--- src/shared/ucg_cfg.svh ---
`ifndef UCG_CFG_SVH
`define UCG_CFG_SVH

// ------------------------------------------------------------
// divisor, ratio and sync delay constants
// ------------------------------------------------------------
`define UCG_DIV_W 12
`define UCG_DIV_RESET 12'h000
`define UCG_RATIO_NORMAL 5'h10
`define UCG_RATIO_DOUBLE 5'h08
`define UCG_RATIO_SYNC 5'h02
`define UCG_SYNC_DELAY 2

`endif

--- src/shared/ucg_pkg.sv ---
package ucg_pkg;
    // clock modes of the generator
    typedef enum logic [1:0] {
        UCG_ASYNC_NORMAL = 2'b00,
        UCG_ASYNC_DOUBLE = 2'b01,
        UCG_SYNC_MASTER = 2'b10,
        UCG_SYNC_SLAVE = 2'b11
    } ucg_mode_t;
endpackage

--- src/core/ucg_edge_detect.sv ---
`timescale 1ns/1ns
`default_nettype none
`include "ucg_cfg.svh"

// ------------------------------------------------------------
// synchroniser and edge detector for the external transfer clock
// ------------------------------------------------------------
module ucg_edge_detect (
    input wire logic core_clk_i, // system clock
    input wire logic reset_i, // synchronous reset
    input wire logic xclk_i, // raw external transfer clock
    output logic level_o, // synchronised level
    output logic rise_o, // one-cycle pulse on rising edge
    output logic fall_o // one-cycle pulse on falling edge
);
    logic meta_r;
    logic sync_r;
    logic prev_r;

    // two-stage synchroniser; meta_r feeds only sync_r
    always_ff @(posedge core_clk_i) begin
        if (reset_i) begin
            meta_r <= 1'b0;
            sync_r <= 1'b0;
        end else begin
            meta_r <= xclk_i;
            sync_r <= meta_r;
        end
    end

    // previous synchronised value for edge detection
    always_ff @(posedge core_clk_i) begin
        if (reset_i) begin
            prev_r <= 1'b0;
        end else begin
            prev_r <= sync_r;
        end
    end

    assign level_o = sync_r;
    assign rise_o = sync_r & ~prev_r;
    assign fall_o = ~sync_r & prev_r;
endmodule // ucg_edge_detect

`default_nettype wire

--- src/core/ucg_clock_gen.sv ---
// Functional notes
// four modes; one bit picks async or sync
// double rate acts only in async mode
// in sync, pin direction picks master or slave
// transfer clock pin idle in async modes
// counter reloads at zero or low-byte write
// one tick each time counter hits zero; code gives none when a low-byte write falls in that cycle
// divisor is twelve bits, low and high
// transmit divides tick by 16, 8 or 2
// receiver takes tick, 16/8/2 state machine
// double speed gives eight samples per bit
// software keeps double rate zero in sync
// slave clock synchronised then edge detected
// external clock below quarter system clock
// external clock keeps frequency margin
// master drives pin, slave takes it in
// sample on edge opposite to change edge
// polarity zero: change rise, sample fall
// one-cycle enable per qualifying clock edge
`timescale 1ns/1ns
`default_nettype none
`include "ucg_cfg.svh"

module ucg_clock_gen #(
    parameter int DIV_W = `UCG_DIV_W // divisor width
) (
    input wire logic core_clk_i, // system clock, 100 MHz
    input wire logic reset_i, // synchronous reset, high
    input wire logic sync_mode_select_i, // 0 async, 1 sync
    input wire logic double_rate_bit_i, // double speed in async
    input wire logic transfer_clock_dir_i, // 1 master (pin out)
    input wire logic clock_edge_polarity_i, // sync edge select
    input wire logic [7:0] baud_divisor_low_i, // divisor bits 7:0
    input wire logic [3:0] baud_divisor_high_i, // divisor bits 11:8
    input wire logic baud_divisor_low_wr_i, // low byte write strobe
    input wire logic transfer_clock_pin_i, // pin input level
    output logic transfer_clock_pin_o, // pin output level
    output logic transfer_clock_pin_oe_o, // pin output enable
    output logic [1:0] mode_o, // current clock mode
    output logic baud_tick_o, // rx base clock enable
    output logic tx_clk_en_o, // tx bit clock enable
    output logic rx_sample_en_o, // sync rx sample enable
    output logic [4:0] rx_states_o, // rx recovery state count
    output logic [DIV_W-1:0] baud_count_o // counter state
);
    // ------------------------------------------------------------
    // mode decode
    // ------------------------------------------------------------
    ucg_pkg::ucg_mode_t mode;
    logic [DIV_W-1:0] divisor;
    logic [DIV_W-1:0] cnt_r;
    logic tick_r;
    logic [3:0] txdiv_r;
    logic xck_r;
    logic tx_en_r;
    logic rx_en_r;
    logic ext_rise;
    logic ext_fall;
    logic [4:0] ratio;

    // mode from select, direction and double-rate bits
    always_comb begin
        if (!sync_mode_select_i) begin
            mode = double_rate_bit_i ? ucg_pkg::UCG_ASYNC_DOUBLE : ucg_pkg::UCG_ASYNC_NORMAL;
        end else begin
            // double rate ignored here; software keeps it zero
            mode = transfer_clock_dir_i ? ucg_pkg::UCG_SYNC_MASTER : ucg_pkg::UCG_SYNC_SLAVE;
        end
    end

    // states per bit, shared by transmitter and receiver
    function automatic logic [4:0] ratio_of(input ucg_pkg::ucg_mode_t m);
        unique case (m)
            ucg_pkg::UCG_ASYNC_NORMAL: ratio_of = `UCG_RATIO_NORMAL;
            ucg_pkg::UCG_ASYNC_DOUBLE: ratio_of = `UCG_RATIO_DOUBLE;
            ucg_pkg::UCG_SYNC_MASTER: ratio_of = `UCG_RATIO_SYNC;
            ucg_pkg::UCG_SYNC_SLAVE: ratio_of = `UCG_RATIO_SYNC;
        endcase
    endfunction

    assign ratio = ratio_of(mode);
    assign rx_states_o = ratio;
    assign mode_o = mode;
    assign divisor = DIV_W'({baud_divisor_high_i, baud_divisor_low_i});

    // ------------------------------------------------------------
    // baud rate generator
    // ------------------------------------------------------------
    // down-counter; a low-byte write restarts the period at once
    always_ff @(posedge core_clk_i) begin
        if (reset_i) begin
            cnt_r <= DIV_W'(`UCG_DIV_RESET);
        end else if (baud_divisor_low_wr_i || cnt_r == '0) begin
            cnt_r <= divisor;
        end else begin
            cnt_r <= cnt_r - 1'b1;
        end
    end

    // tick on reaching zero gives fosc/(divisor+1)
    always_ff @(posedge core_clk_i) begin
        if (reset_i) begin
            tick_r <= 1'b0;
        end else begin
            tick_r <= (cnt_r == '0) && !baud_divisor_low_wr_i;
        end
    end

    assign baud_tick_o = tick_r;
    assign baud_count_o = cnt_r;

    // ------------------------------------------------------------
    // transmitter prescaler
    // ------------------------------------------------------------
    // counts ticks; wraps at ratio-1 so the tx bit rate is tick/ratio
    always_ff @(posedge core_clk_i) begin
        if (reset_i) begin
            txdiv_r <= 4'h0;
        end else if (mode == ucg_pkg::UCG_SYNC_SLAVE) begin
            txdiv_r <= 4'h0;
        end else if (tick_r) begin
            if ({1'b0, txdiv_r} >= ratio - 5'h01) begin
                txdiv_r <= 4'h0;
            end else begin
                txdiv_r <= txdiv_r + 4'h1;
            end
        end
    end

    // ------------------------------------------------------------
    // transfer clock pin
    // ------------------------------------------------------------
    // master clock toggles on every baud tick, so one pin period spans two ticks
    always_ff @(posedge core_clk_i) begin
        if (reset_i) begin
            xck_r <= 1'b0;
        end else if (mode != ucg_pkg::UCG_SYNC_MASTER) begin
            xck_r <= 1'b0;
        end else if (tick_r) begin
            xck_r <= ~xck_r;
        end
    end

    // idle level follows polarity so the first edge is a change edge
    assign transfer_clock_pin_o = xck_r ^ clock_edge_polarity_i;
    assign transfer_clock_pin_oe_o = (mode == ucg_pkg::UCG_SYNC_MASTER);

    ucg_edge_detect u_edge (
        .core_clk_i(core_clk_i),
        .reset_i(reset_i),
        .xclk_i(transfer_clock_pin_i & sync_mode_select_i & ~transfer_clock_dir_i),
        .level_o(),
        .rise_o(ext_rise),
        .fall_o(ext_fall)
    );

    // ------------------------------------------------------------
    // bit enables
    // ------------------------------------------------------------
    // polarity 0: change on rise, sample on fall; 1 reverses it
    always_ff @(posedge core_clk_i) begin
        if (reset_i) begin
            tx_en_r <= 1'b0;
            rx_en_r <= 1'b0;
        end else begin
            unique case (mode)
                ucg_pkg::UCG_SYNC_SLAVE: begin
                    // slave edges arrive about three cycles late; peer must stay below fosc/4
                    tx_en_r <= clock_edge_polarity_i ? ext_fall : ext_rise;
                    rx_en_r <= clock_edge_polarity_i ? ext_rise : ext_fall;
                end
                ucg_pkg::UCG_SYNC_MASTER: begin
                    // internal clock rises when xck_r goes high before polarity flip
                    tx_en_r <= tick_r & ~xck_r;
                    rx_en_r <= tick_r & xck_r;
                end
                default: begin
                    tx_en_r <= tick_r && ({1'b0, txdiv_r} >= ratio - 5'h01);
                    rx_en_r <= 1'b0;
                end
            endcase
        end
    end

    assign tx_clk_en_o = tx_en_r;
    assign rx_sample_en_o = rx_en_r;

endmodule // ucg_clock_gen

`default_nettype wire

--- config.mk ---
export PLATFORM = sky130hd
export DESIGN_NAME = ucg_clock_gen
export DESIGN_NICKNAME = d
export VERILOG_FILES = /design/src/shared/ucg_pkg.sv /design/src/core/ucg_edge_detect.sv /design/src/core/ucg_clock_gen.sv
export VERILOG_INCLUDE_DIRS = /design/src /design/src/shared
export SDC_FILE = /design/constraint.sdc
export NUM_CORES = 1
export LEC_CHECK = 0
export BUFFER_PORTS_ARGS = -buffer_cell sky130_fd_sc_hd__buf_2
export CORE_ASPECT_RATIO = 1.75
export CORE_UTILIZATION = 44
export DETAILED_ROUTE_END_ITERATION = 7
export GPL_TIMING_DRIVEN = 0
export PLACE_DENSITY = 0.75
export SETUP_SLACK_MARGIN = 0.4
export SYNTH_ARGS = -nofsm -noshare
export SYNTH_HDL_FRONTEND = slang
export SYNTH_SLANG_ARGS = --single-unit
--- constraint.sdc ---
create_clock -name core_clk_i -period 1.45 [get_ports core_clk_i]
set_input_delay 0.3625 -clock core_clk_i [delete_from_list [all_inputs] [get_ports core_clk_i]]
set_output_delay 0.3625 -clock core_clk_i [all_outputs]
set_load 0.02 [all_outputs]
# Word level (Yosys, flattened, before mapping)
# Cells that the tools add are included.
# totals
register_bits	23
# op_classes
add_sub_neg	3
n_lt_le_gt_ge	1
eq_ne	4
n_mux	10
n_bitwise	11
n_reduce_logical	9
# op_table
operator	count
$pmux 5 s3	1
$logic_not 12->1	1
$mux 12	1
$sub 12x1->12 const B	1
$and 1x1->1	6
$reduce_or 2->1	3
$ge 4x5->1	1
$sub 5x1->5 const B	1
$add 4x1->4 const B	1
$eq 2x2->1 const B	2
$mux 1	4
$mux 4	1
$not 1->1	4
$pmux 1 s2	2
$eq 2x1->1 const B	1
$logic_and 1x1->1	2
$logic_not 2->1	1
$mux 2	1
$ne 2x2->1 const B	1
$logic_not 1->1	1
$logic_or 1x1->1	1
$xor 1x1->1	1

# Longest topological paths before layout
# Gate-level depths: netlist of the first run.
# depth
ltp_word	9
mapped_depth	7
depth_no_buf	7

# Hierarchy
# From an unflattened synthesis of the first run, not the netlist that was laid out.
# unflattened
hier_cells	147
hier_area_um2	1326.3
# by_module_without_submodules
module	instances	cells_each	area_each_um2	seq_area_each_um2
ucg_clock_gen	1	139	1234.9	400.4
ucg_edge_detect	1	8	91.3	60.1

# Worst setup path after synthesis of the first run
# OpenSTA, ideal clock, no wires.
# synth_timing
path_type	input -> register
start	input port double_rate_bit_i
end	register tx_en_r, in the netlist tx_clk_en_o
t_arrival_ns	1.743
slack_ns	-0.427
path_stages	7
path_cell_list	nor2_1 -> inv_1 -> ha_1 -> and4_1 -> a211oi_1 -> or3_1 -> a21oi_1
# synth_via
elab_chain_cells	9
# synth_lines
element	line_no	rtl
from (decl)	ucg_clock_gen.sv:30	input wire logic double_rate_bit_i,
$mux 1 *	ucg_clock_gen.sv:64	mode = double_rate_bit_i ? ucg_pkg::UCG_ASYNC_DOUBLE : ucg_pkg::UCG_ASYNC_NORMAL;
$mux 2 *	ucg_clock_gen.sv:63	if (!sync_mode_select_i) begin
$eq 2x2->1	ucg_clock_gen.sv:73, ucg_clock_gen.sv:166	
$reduce_or 2->1 (no line)	-	
$pmux 5 s3	ucg_clock_gen.sv:73	unique case (m)
$sub 5x1->5	ucg_clock_gen.sv:178	tx_en_r <= tick_r && ({1'b0, txdiv_r} >= ratio - 5'h01);
$ge 4x5->1	ucg_clock_gen.sv:178	
$logic_and 1x1->1	ucg_clock_gen.sv:178	
$pmux 1 s2 *	ucg_clock_gen.sv:166	unique case (mode)
to (signal assigned)	ucg_clock_gen.sv:169	tx_en_r <= clock_edge_polarity_i ? ext_fall : ext_rise;
to (signal assigned)	ucg_clock_gen.sv:174	tx_en_r <= tick_r & ~xck_r;
to (signal assigned)	ucg_clock_gen.sv:178	
to (decl)	ucg_clock_gen.sv:55	logic tx_en_r;
# Every way passes the cells marked *; elsewhere a longest branch is shown, timed or not. The select of a mux whose other input is x is not followed.
# A chain may end at the register's enable or synchronous reset.

# Worst setup path in the final report of the first run
# layout_timing
start	register cnt_r[3], in the netlist baud_count_o[3]
end	register cnt_r[5], in the netlist baud_count_o[5]
# layout_via
elab_chain_cells	3
# layout_lines
element	line_no	rtl
from (decl)	ucg_clock_gen.sv:51	logic [DIV_W-1:0] cnt_r;
from (signal assigned)	ucg_clock_gen.sv:92	cnt_r <= DIV_W'(`UCG_DIV_RESET);
from (signal assigned)	ucg_clock_gen.sv:94	cnt_r <= divisor;
from (signal assigned)	ucg_clock_gen.sv:96	cnt_r <= cnt_r - 1'b1;
branches (longest 2 deep; another with $sub 12x1->12)	-	
$mux 12 *	ucg_clock_gen.sv:93	end else if (baud_divisor_low_wr_i || cnt_r == '0) begin
# Every way passes the cells marked *.

==> results of run 1 <==
-- cell usage in the layout (no fill, tap or decap), drive strengths merged, types with 2 or more instances in the layout --
cell type,synthesis,final
mux2i,2,2
a21o,2,2
nor2,24,24
nor4,3,3
buf,5,75
dfxtp,23,23
inv,7,7
nor3b,2,2
a311oi,2,2
clkbuf,3,6
a21oi,4,4
ha,6,6
xnor2,3,3
conb,1,2
nor2b,4,4
o211ai,2,2
a211oi,9,9
nand4,3,3
nand2,6,6
nand3,4,4
xor2,8,8
-- critical path, cell delays in order (launching register included) --
cell	delay, ns
dfxtp_4	0.37
or4_4	0.57
nor2_1	0.18
xnor2_1	0.09
a211oi_1	0.23
-- flip-flops by register name (all words and copies together), names as in the netlist --
signal / flops
u_edge.level_o: 1
rx_sample_en_o: 1
u_edge.prev_r: 1
xck_r: 1
baud_tick_o: 1
tx_clk_en_o: 1
txdiv_r: 4
baud_count_o: 12
u_edge.meta_r: 1
-- through the flow --
stage,instances,hold WS (ns)
after floorplan,142,0.414
after global placement,209,0.427
after detailed placement,209,0.437
after CTS,231,0.323
after global routing,243,0.324
final,243,0.324
-- power by group --
part	internal, mW	leakage, nW	switching, mW
clock	0.192	0.0255	0.215
combinational	0.348	0.719	0.331
sequential	0.676	0.198	0.0629
total	1.22	0.943	0.609
-- cells by family (layout without fill, tap and decap cells) --
family	Yosys count	after routing	share of synthesized area, %
XOR/XNOR	11	11	7.77
buffers and inverters	15	89	5.65
flip-flops	23	23	37.1
other	1	2	0.302
AO/OA/AOI/OAI	28	28	17.4
adder cells (fa/ha/maj)	6	6	6.05
AND/OR/NAND/NOR	54	54	23.2
multiplexers	3	3	2.52
-- routing by layer --
| layer | track usage [%] | vias up | routed length (µm) |
|---|---|---|---|
| li1 | - | 648 | - |
| met1 | 23.2 | 680 | 1450 |
| met2 | 50.2 | 67 | 2420 |
| met3 | 3.23 | 10 | 174 |
| met4 | 11.8 | 0 | 136 |
| met5 | 0 | - | 0 |
-- layout make-up --
class                      count  area (µm²)  area share [%]
multi-input combinational    104         916            41.9
timing repair buffer          70         601            27.4
sequential                    23         503            23.0
buffer                         8        60.1            2.74
clock buffer                   3        41.3            1.89
tap                           27        33.8            1.54
inverter                       7        28.8            1.32
clock inverter                 1        5.00           0.229
-- repair_timing --
item / in CTS / in global routing
endpoints found under the setup margin: 40 / 41
cloned: 1 / 1
setup buffers: 17 / 11
resized for setup: 77 / 19
pin swaps: 15 / 13
-- final timing paths --
path / startpoint / end / slack [ns] / cells past startpoint
hold reg to reg: u_edge.meta_r$_SDFF_PP0_ / u_edge.level_o$_SDFF_PP0_ / 0.47 / 1
setup / recovery: baud_count_o[3]$_SDFF_PP0_ / baud_count_o[5]$_SDFF_PP0_ / -0.09 / 4
setup reg to reg: baud_count_o[3]$_SDFF_PP0_ / baud_count_o[5]$_SDFF_PP0_ / -0.09 / 4
hold / removal: baud_divisor_low_i[1] / baud_count_o[1]$_SDFF_PP0_ / 0.32 / 3
==> flow_metrics.tcl, run 1 <==
set metrics [dict create \
    place_ws_ns -0.344 \
    synth_area_um2 1240 \
    yosysMostFrequentCell "nor2_1" \
    die_height_um 72.2 \
    htreeDepth 1 \
    drv_cap 0 \
    die-area_um2 3040 \
    path_clk_slew_ns 0.09 \
    setup_ws_ns -0.0876 \
    wire_per_inst_um 17.2 \
    clock_path_buffers 2 \
    maxSlewHeadroom_pct 59.6 \
    synthArstFlopShare_pct 0 \
    grt_overflow 0 \
    yosys-top-cells-area "dfxtp_1 37%, nor2_1 7.3%, ha_1 6.1%" \
    powerDensity_nw_per_um2 834 \
    nFillCells 157 \
    grtUsageTotal_pct 24.7 \
    rows 25 \
    drive_gt1_share_pct 60.2 \
    fin_area_um2 2190 \
    grt_pass1_vias 1389 \
    hold_viol_final 0 \
    setup_viol 12 \
    period_share_pct 106 \
    synth_area_leader_cell "dfxtp_1" \
    cts_num_sinks 23 \
    portBuffers 40 \
    worst_slew_pin_slew_ns 0.606 \
    vias_per_cell 5.78 \
    syn_to_final_growth_pct 76.5 \
    dpl_cell_area_um2 1570 \
    status "finished, violations left" \
    synth-seq-cells 23 \
    grt_pass1_wl_um 5840 \
    postCtsHoldBufs 0 \
    endpoint_kind "register" \
    grt_max_degree 14 \
    synth_cells 141 \
    avgSynthCellArea_um2 8.79 \
    ir_drop_uv 764 \
    fmax_mhz 650 \
    dp_hpwl_um 2210 \
    path_class "reg2reg" \
    cp_data_required_time_ns 1.63 \
    yosysWarnings 0 \
    fp.coreArea_um2 2690 \
    cts_tree "done" \
    synth_top_area_share_pct 37.1 \
    utilization_pct 81.3 \
    drtAntennaViolNets 0 \
    synth_common_cells "24 x nor2_1, 23 x dfxtp_1, 8 x a211oi_1, 8 x xor2_1, 7 x inv_1" \
    gp_congestion 0.777 \
    p_leak_nw 0.943 \
    startpoint_type "register" \
    drt-pass1-iter-count 4 \
    worstPathMaxFanout 4 \
    num_vias 1405 \
    drcViolationCount 0 \
    skew_ns 0.00652 \
    min_period_ns 1.54 \
    root_buffer "clkbuf_8" \
    synthDistinctLibCells 43 \
    start_util_pct 46.1 \
    fin_total_pwr_mw 1.83 \
    rsz0062_at_grt "yes" \
    violations "setup timing" \
    worstPathArrival_ns 1.72 \
    die_w_um 42.1 \
    synth_edf_count 0 \
    nNetsFinal 243 \
    drt_wl_total_um 4180 \
    antenna_found_initial 0 \
    cts_inserted_buffers 3 \
    ys_seq_area_share_pct 37.1 \
    synthFlopType "dfxtp_1" \
    slew_violations 0 \
    io_pins 44 \
    diodes 0 \
    drt-initial-drc-count 38 \
    clock_latency_ns 0.27 \
    min_path_type "in2reg" \
    setup_tns_ns -0.500 \
]
Power figures use the tool's default switching activity.
==> inputs of run 2 (changes only) <==
Settings changed: CORE_MARGIN set to 10, GPL_TIMING_DRIVEN 0 to not set, REMOVE_ABC_BUFFERS set to 1.
==> flow_metrics.tcl, run 2 (synthesis results as in run 1) <==
set metrics [dict create \
    grtUsageTotal_pct 16.0 \
    setup_ws_ns -0.273 \
    vias_per_cell 5.64 \
    powerDensity_nw_per_um2 830 \
    nNetsFinal 245 \
    rows 25 \
    cts_tree "done" \
    clock_power_share_pct 21.1 \
    ir_drop_uv 633 \
    grt_overflow 0 \
    drt-pass1-iter-count 4 \
    die-area_um2 5430 \
    clock_path_buffers 2 \
    power_frac_seq_pct 39.0 \
    drive_gt1_share_pct 64.2 \
    rr_startpoint "baud_count_o[2]$_SDFF_PP0_" \
    min_path_type "in2reg" \
    hold_ws_ns 0.333 \
    wire_per_inst_um 19.5 \
    hold_path_startpoint "baud_divisor_low_i[1]" \
    nFillCells 139 \
    antenna_found_initial 0 \
    clock_latency_ns 0.27 \
    root_buffer "clkbuf_8" \
    grt_pass1_vias 1537 \
    num_vias 1381 \
    drt-initial-drc-count 23 \
    p_sw_share_pct 32.8 \
    min_period_ns 1.72 \
    comb_power_share_pct 39.9 \
    dp.cells 227 \
    worstPathMaxFanout 14 \
    post_layout_nonfiller_instances 245 \
    rsz0062_at_grt "yes" \
    setup_viol 13 \
    grt_pass1_wl_um 6910 \
    portBuffers 41 \
    period_share_pct 119 \
    syn_to_final_growth_pct 82.8 \
    p_leak_nw 0.975 \
    status "finished, violations left" \
    seqCellArea_um2 502 \
    gp_congestion 0.855 \
    start_util_pct 46.1 \
    htreeDepth 1 \
    postCtsHoldBufs 0 \
    path_class "reg2reg" \
    cp_data_required_time_ns 1.60 \
    largest_register_ff_count 12 \
    drcViolationCount 0 \
    maxSlewHeadroom_pct 62.5 \
    p_switching_uw 617 \
    cts_inserted_buffers 3 \
    final_common_cell "buf_6" \
    slew_violations 0 \
    die_height_um 90.2 \
    violations "setup timing" \
    endpoint_kind "register" \
    p_int_mw 1.26 \
    hold_viol_final 0 \
    diodes 0 \
    drtAntennaViolNets 0 \
    multiInputGateArea_um2 928 \
    grt_max_degree 15 \
    die_w_um 60.1 \
    dpl_cell_area_um2 1630 \
    cts_num_sinks 23 \
    path_clk_slew_ns 0.08 \
    drt_wl_total_um 4790 \
    startpoint "baud_count_o[2]$_SDFF_PP0_" \
    fin_area_um2 2270 \
    worst_slew_pin_slew_ns 0.557 \
    utilization_pct 84.3 \
    skew_ns 0.00257 \
    final_cell_mix "41 x buf_6, 20 x buf_4, 17 x nor2_1, 17 x buf_2, 12 x dfxtp_2" \
    io_pins 44 \
    dp_hpwl_um 2870 \
    fp.coreArea_um2 2690 \
    worstPathArrival_ns 1.88 \
    fmax_mhz 580 \
    drv_cap 0 \
    startpoint_type "register" \
]
[run 2: stage by stage]
stage | TNS [ns] | total power, mW | setup slack (ns)
final | -2.61 | 1.88 | -0.273
after global routing | -2.88 | 1.97 | -0.293
after CTS | -0.384 | 1.78 | -0.0691
after detailed placement | -2.25 | 1.22 | -0.386
after global placement | -1.50 | 1.21 | -0.292
after floorplan | -10.64 | 0.986 | -0.786
[run 2: worst max-delay path: stages, from the launching register on]
cell     delay, ns
dfxtp_4       0.38
nor4_1        0.53
a41oi_2       0.24
buf_6         0.22
mux2i_1       0.18
nor2_1        0.06
[run 2: final cells by class]
class                      count  area share, %
tap                           27           1.49
multi-input combinational    104           40.9
inverter                       7           1.38
timing repair buffer          80           32.1
sequential                    23           22.1
clock buffer                   4           1.99
[run 2: path summary, 6_finish.rpt]
kind | depth (start not counted) | endpoint | slack [ns]
max reg2reg | 5 | baud_count_o[0]$_SDFF_PP0_ | -0.27
min | 3 | baud_count_o[1]$_SDFF_PP0_ | 0.33
min reg2reg | 1 | u_edge.level_o$_SDFF_PP0_ | 0.47
max | 5 | baud_count_o[0]$_SDFF_PP0_ | -0.27
[run 2: routing by layer]
metal	track usage [%]	vias up	wire length, µm
li1	-	656	-
met1	14.6	665	1570
met2	30.4	50	2840
met3	4.23	10	239
met4	6.02	0	137
met5	0	-	0
[run 2: power by group through the flow]
stage / registers, mW / logic (mW) / clock network, mW
after global routing: 0.738 / 0.800 / 0.434
final: 0.734 / 0.751 / 0.397
after global placement: 0.724 / 0.485 / 0
after floorplan: 0.779 / 0.207 / 0
after detailed placement: 0.725 / 0.500 / 0
after CTS: 0.725 / 0.648 / 0.403
[run 2: timing repair]
action | in CTS | in global routing
pin swaps | 26 | 23
hold endpoints to repair | 0 | 0
resized for setup | 101 | 38
setup endpoints to repair | 40 | 41
setup buffers | 7 | 7
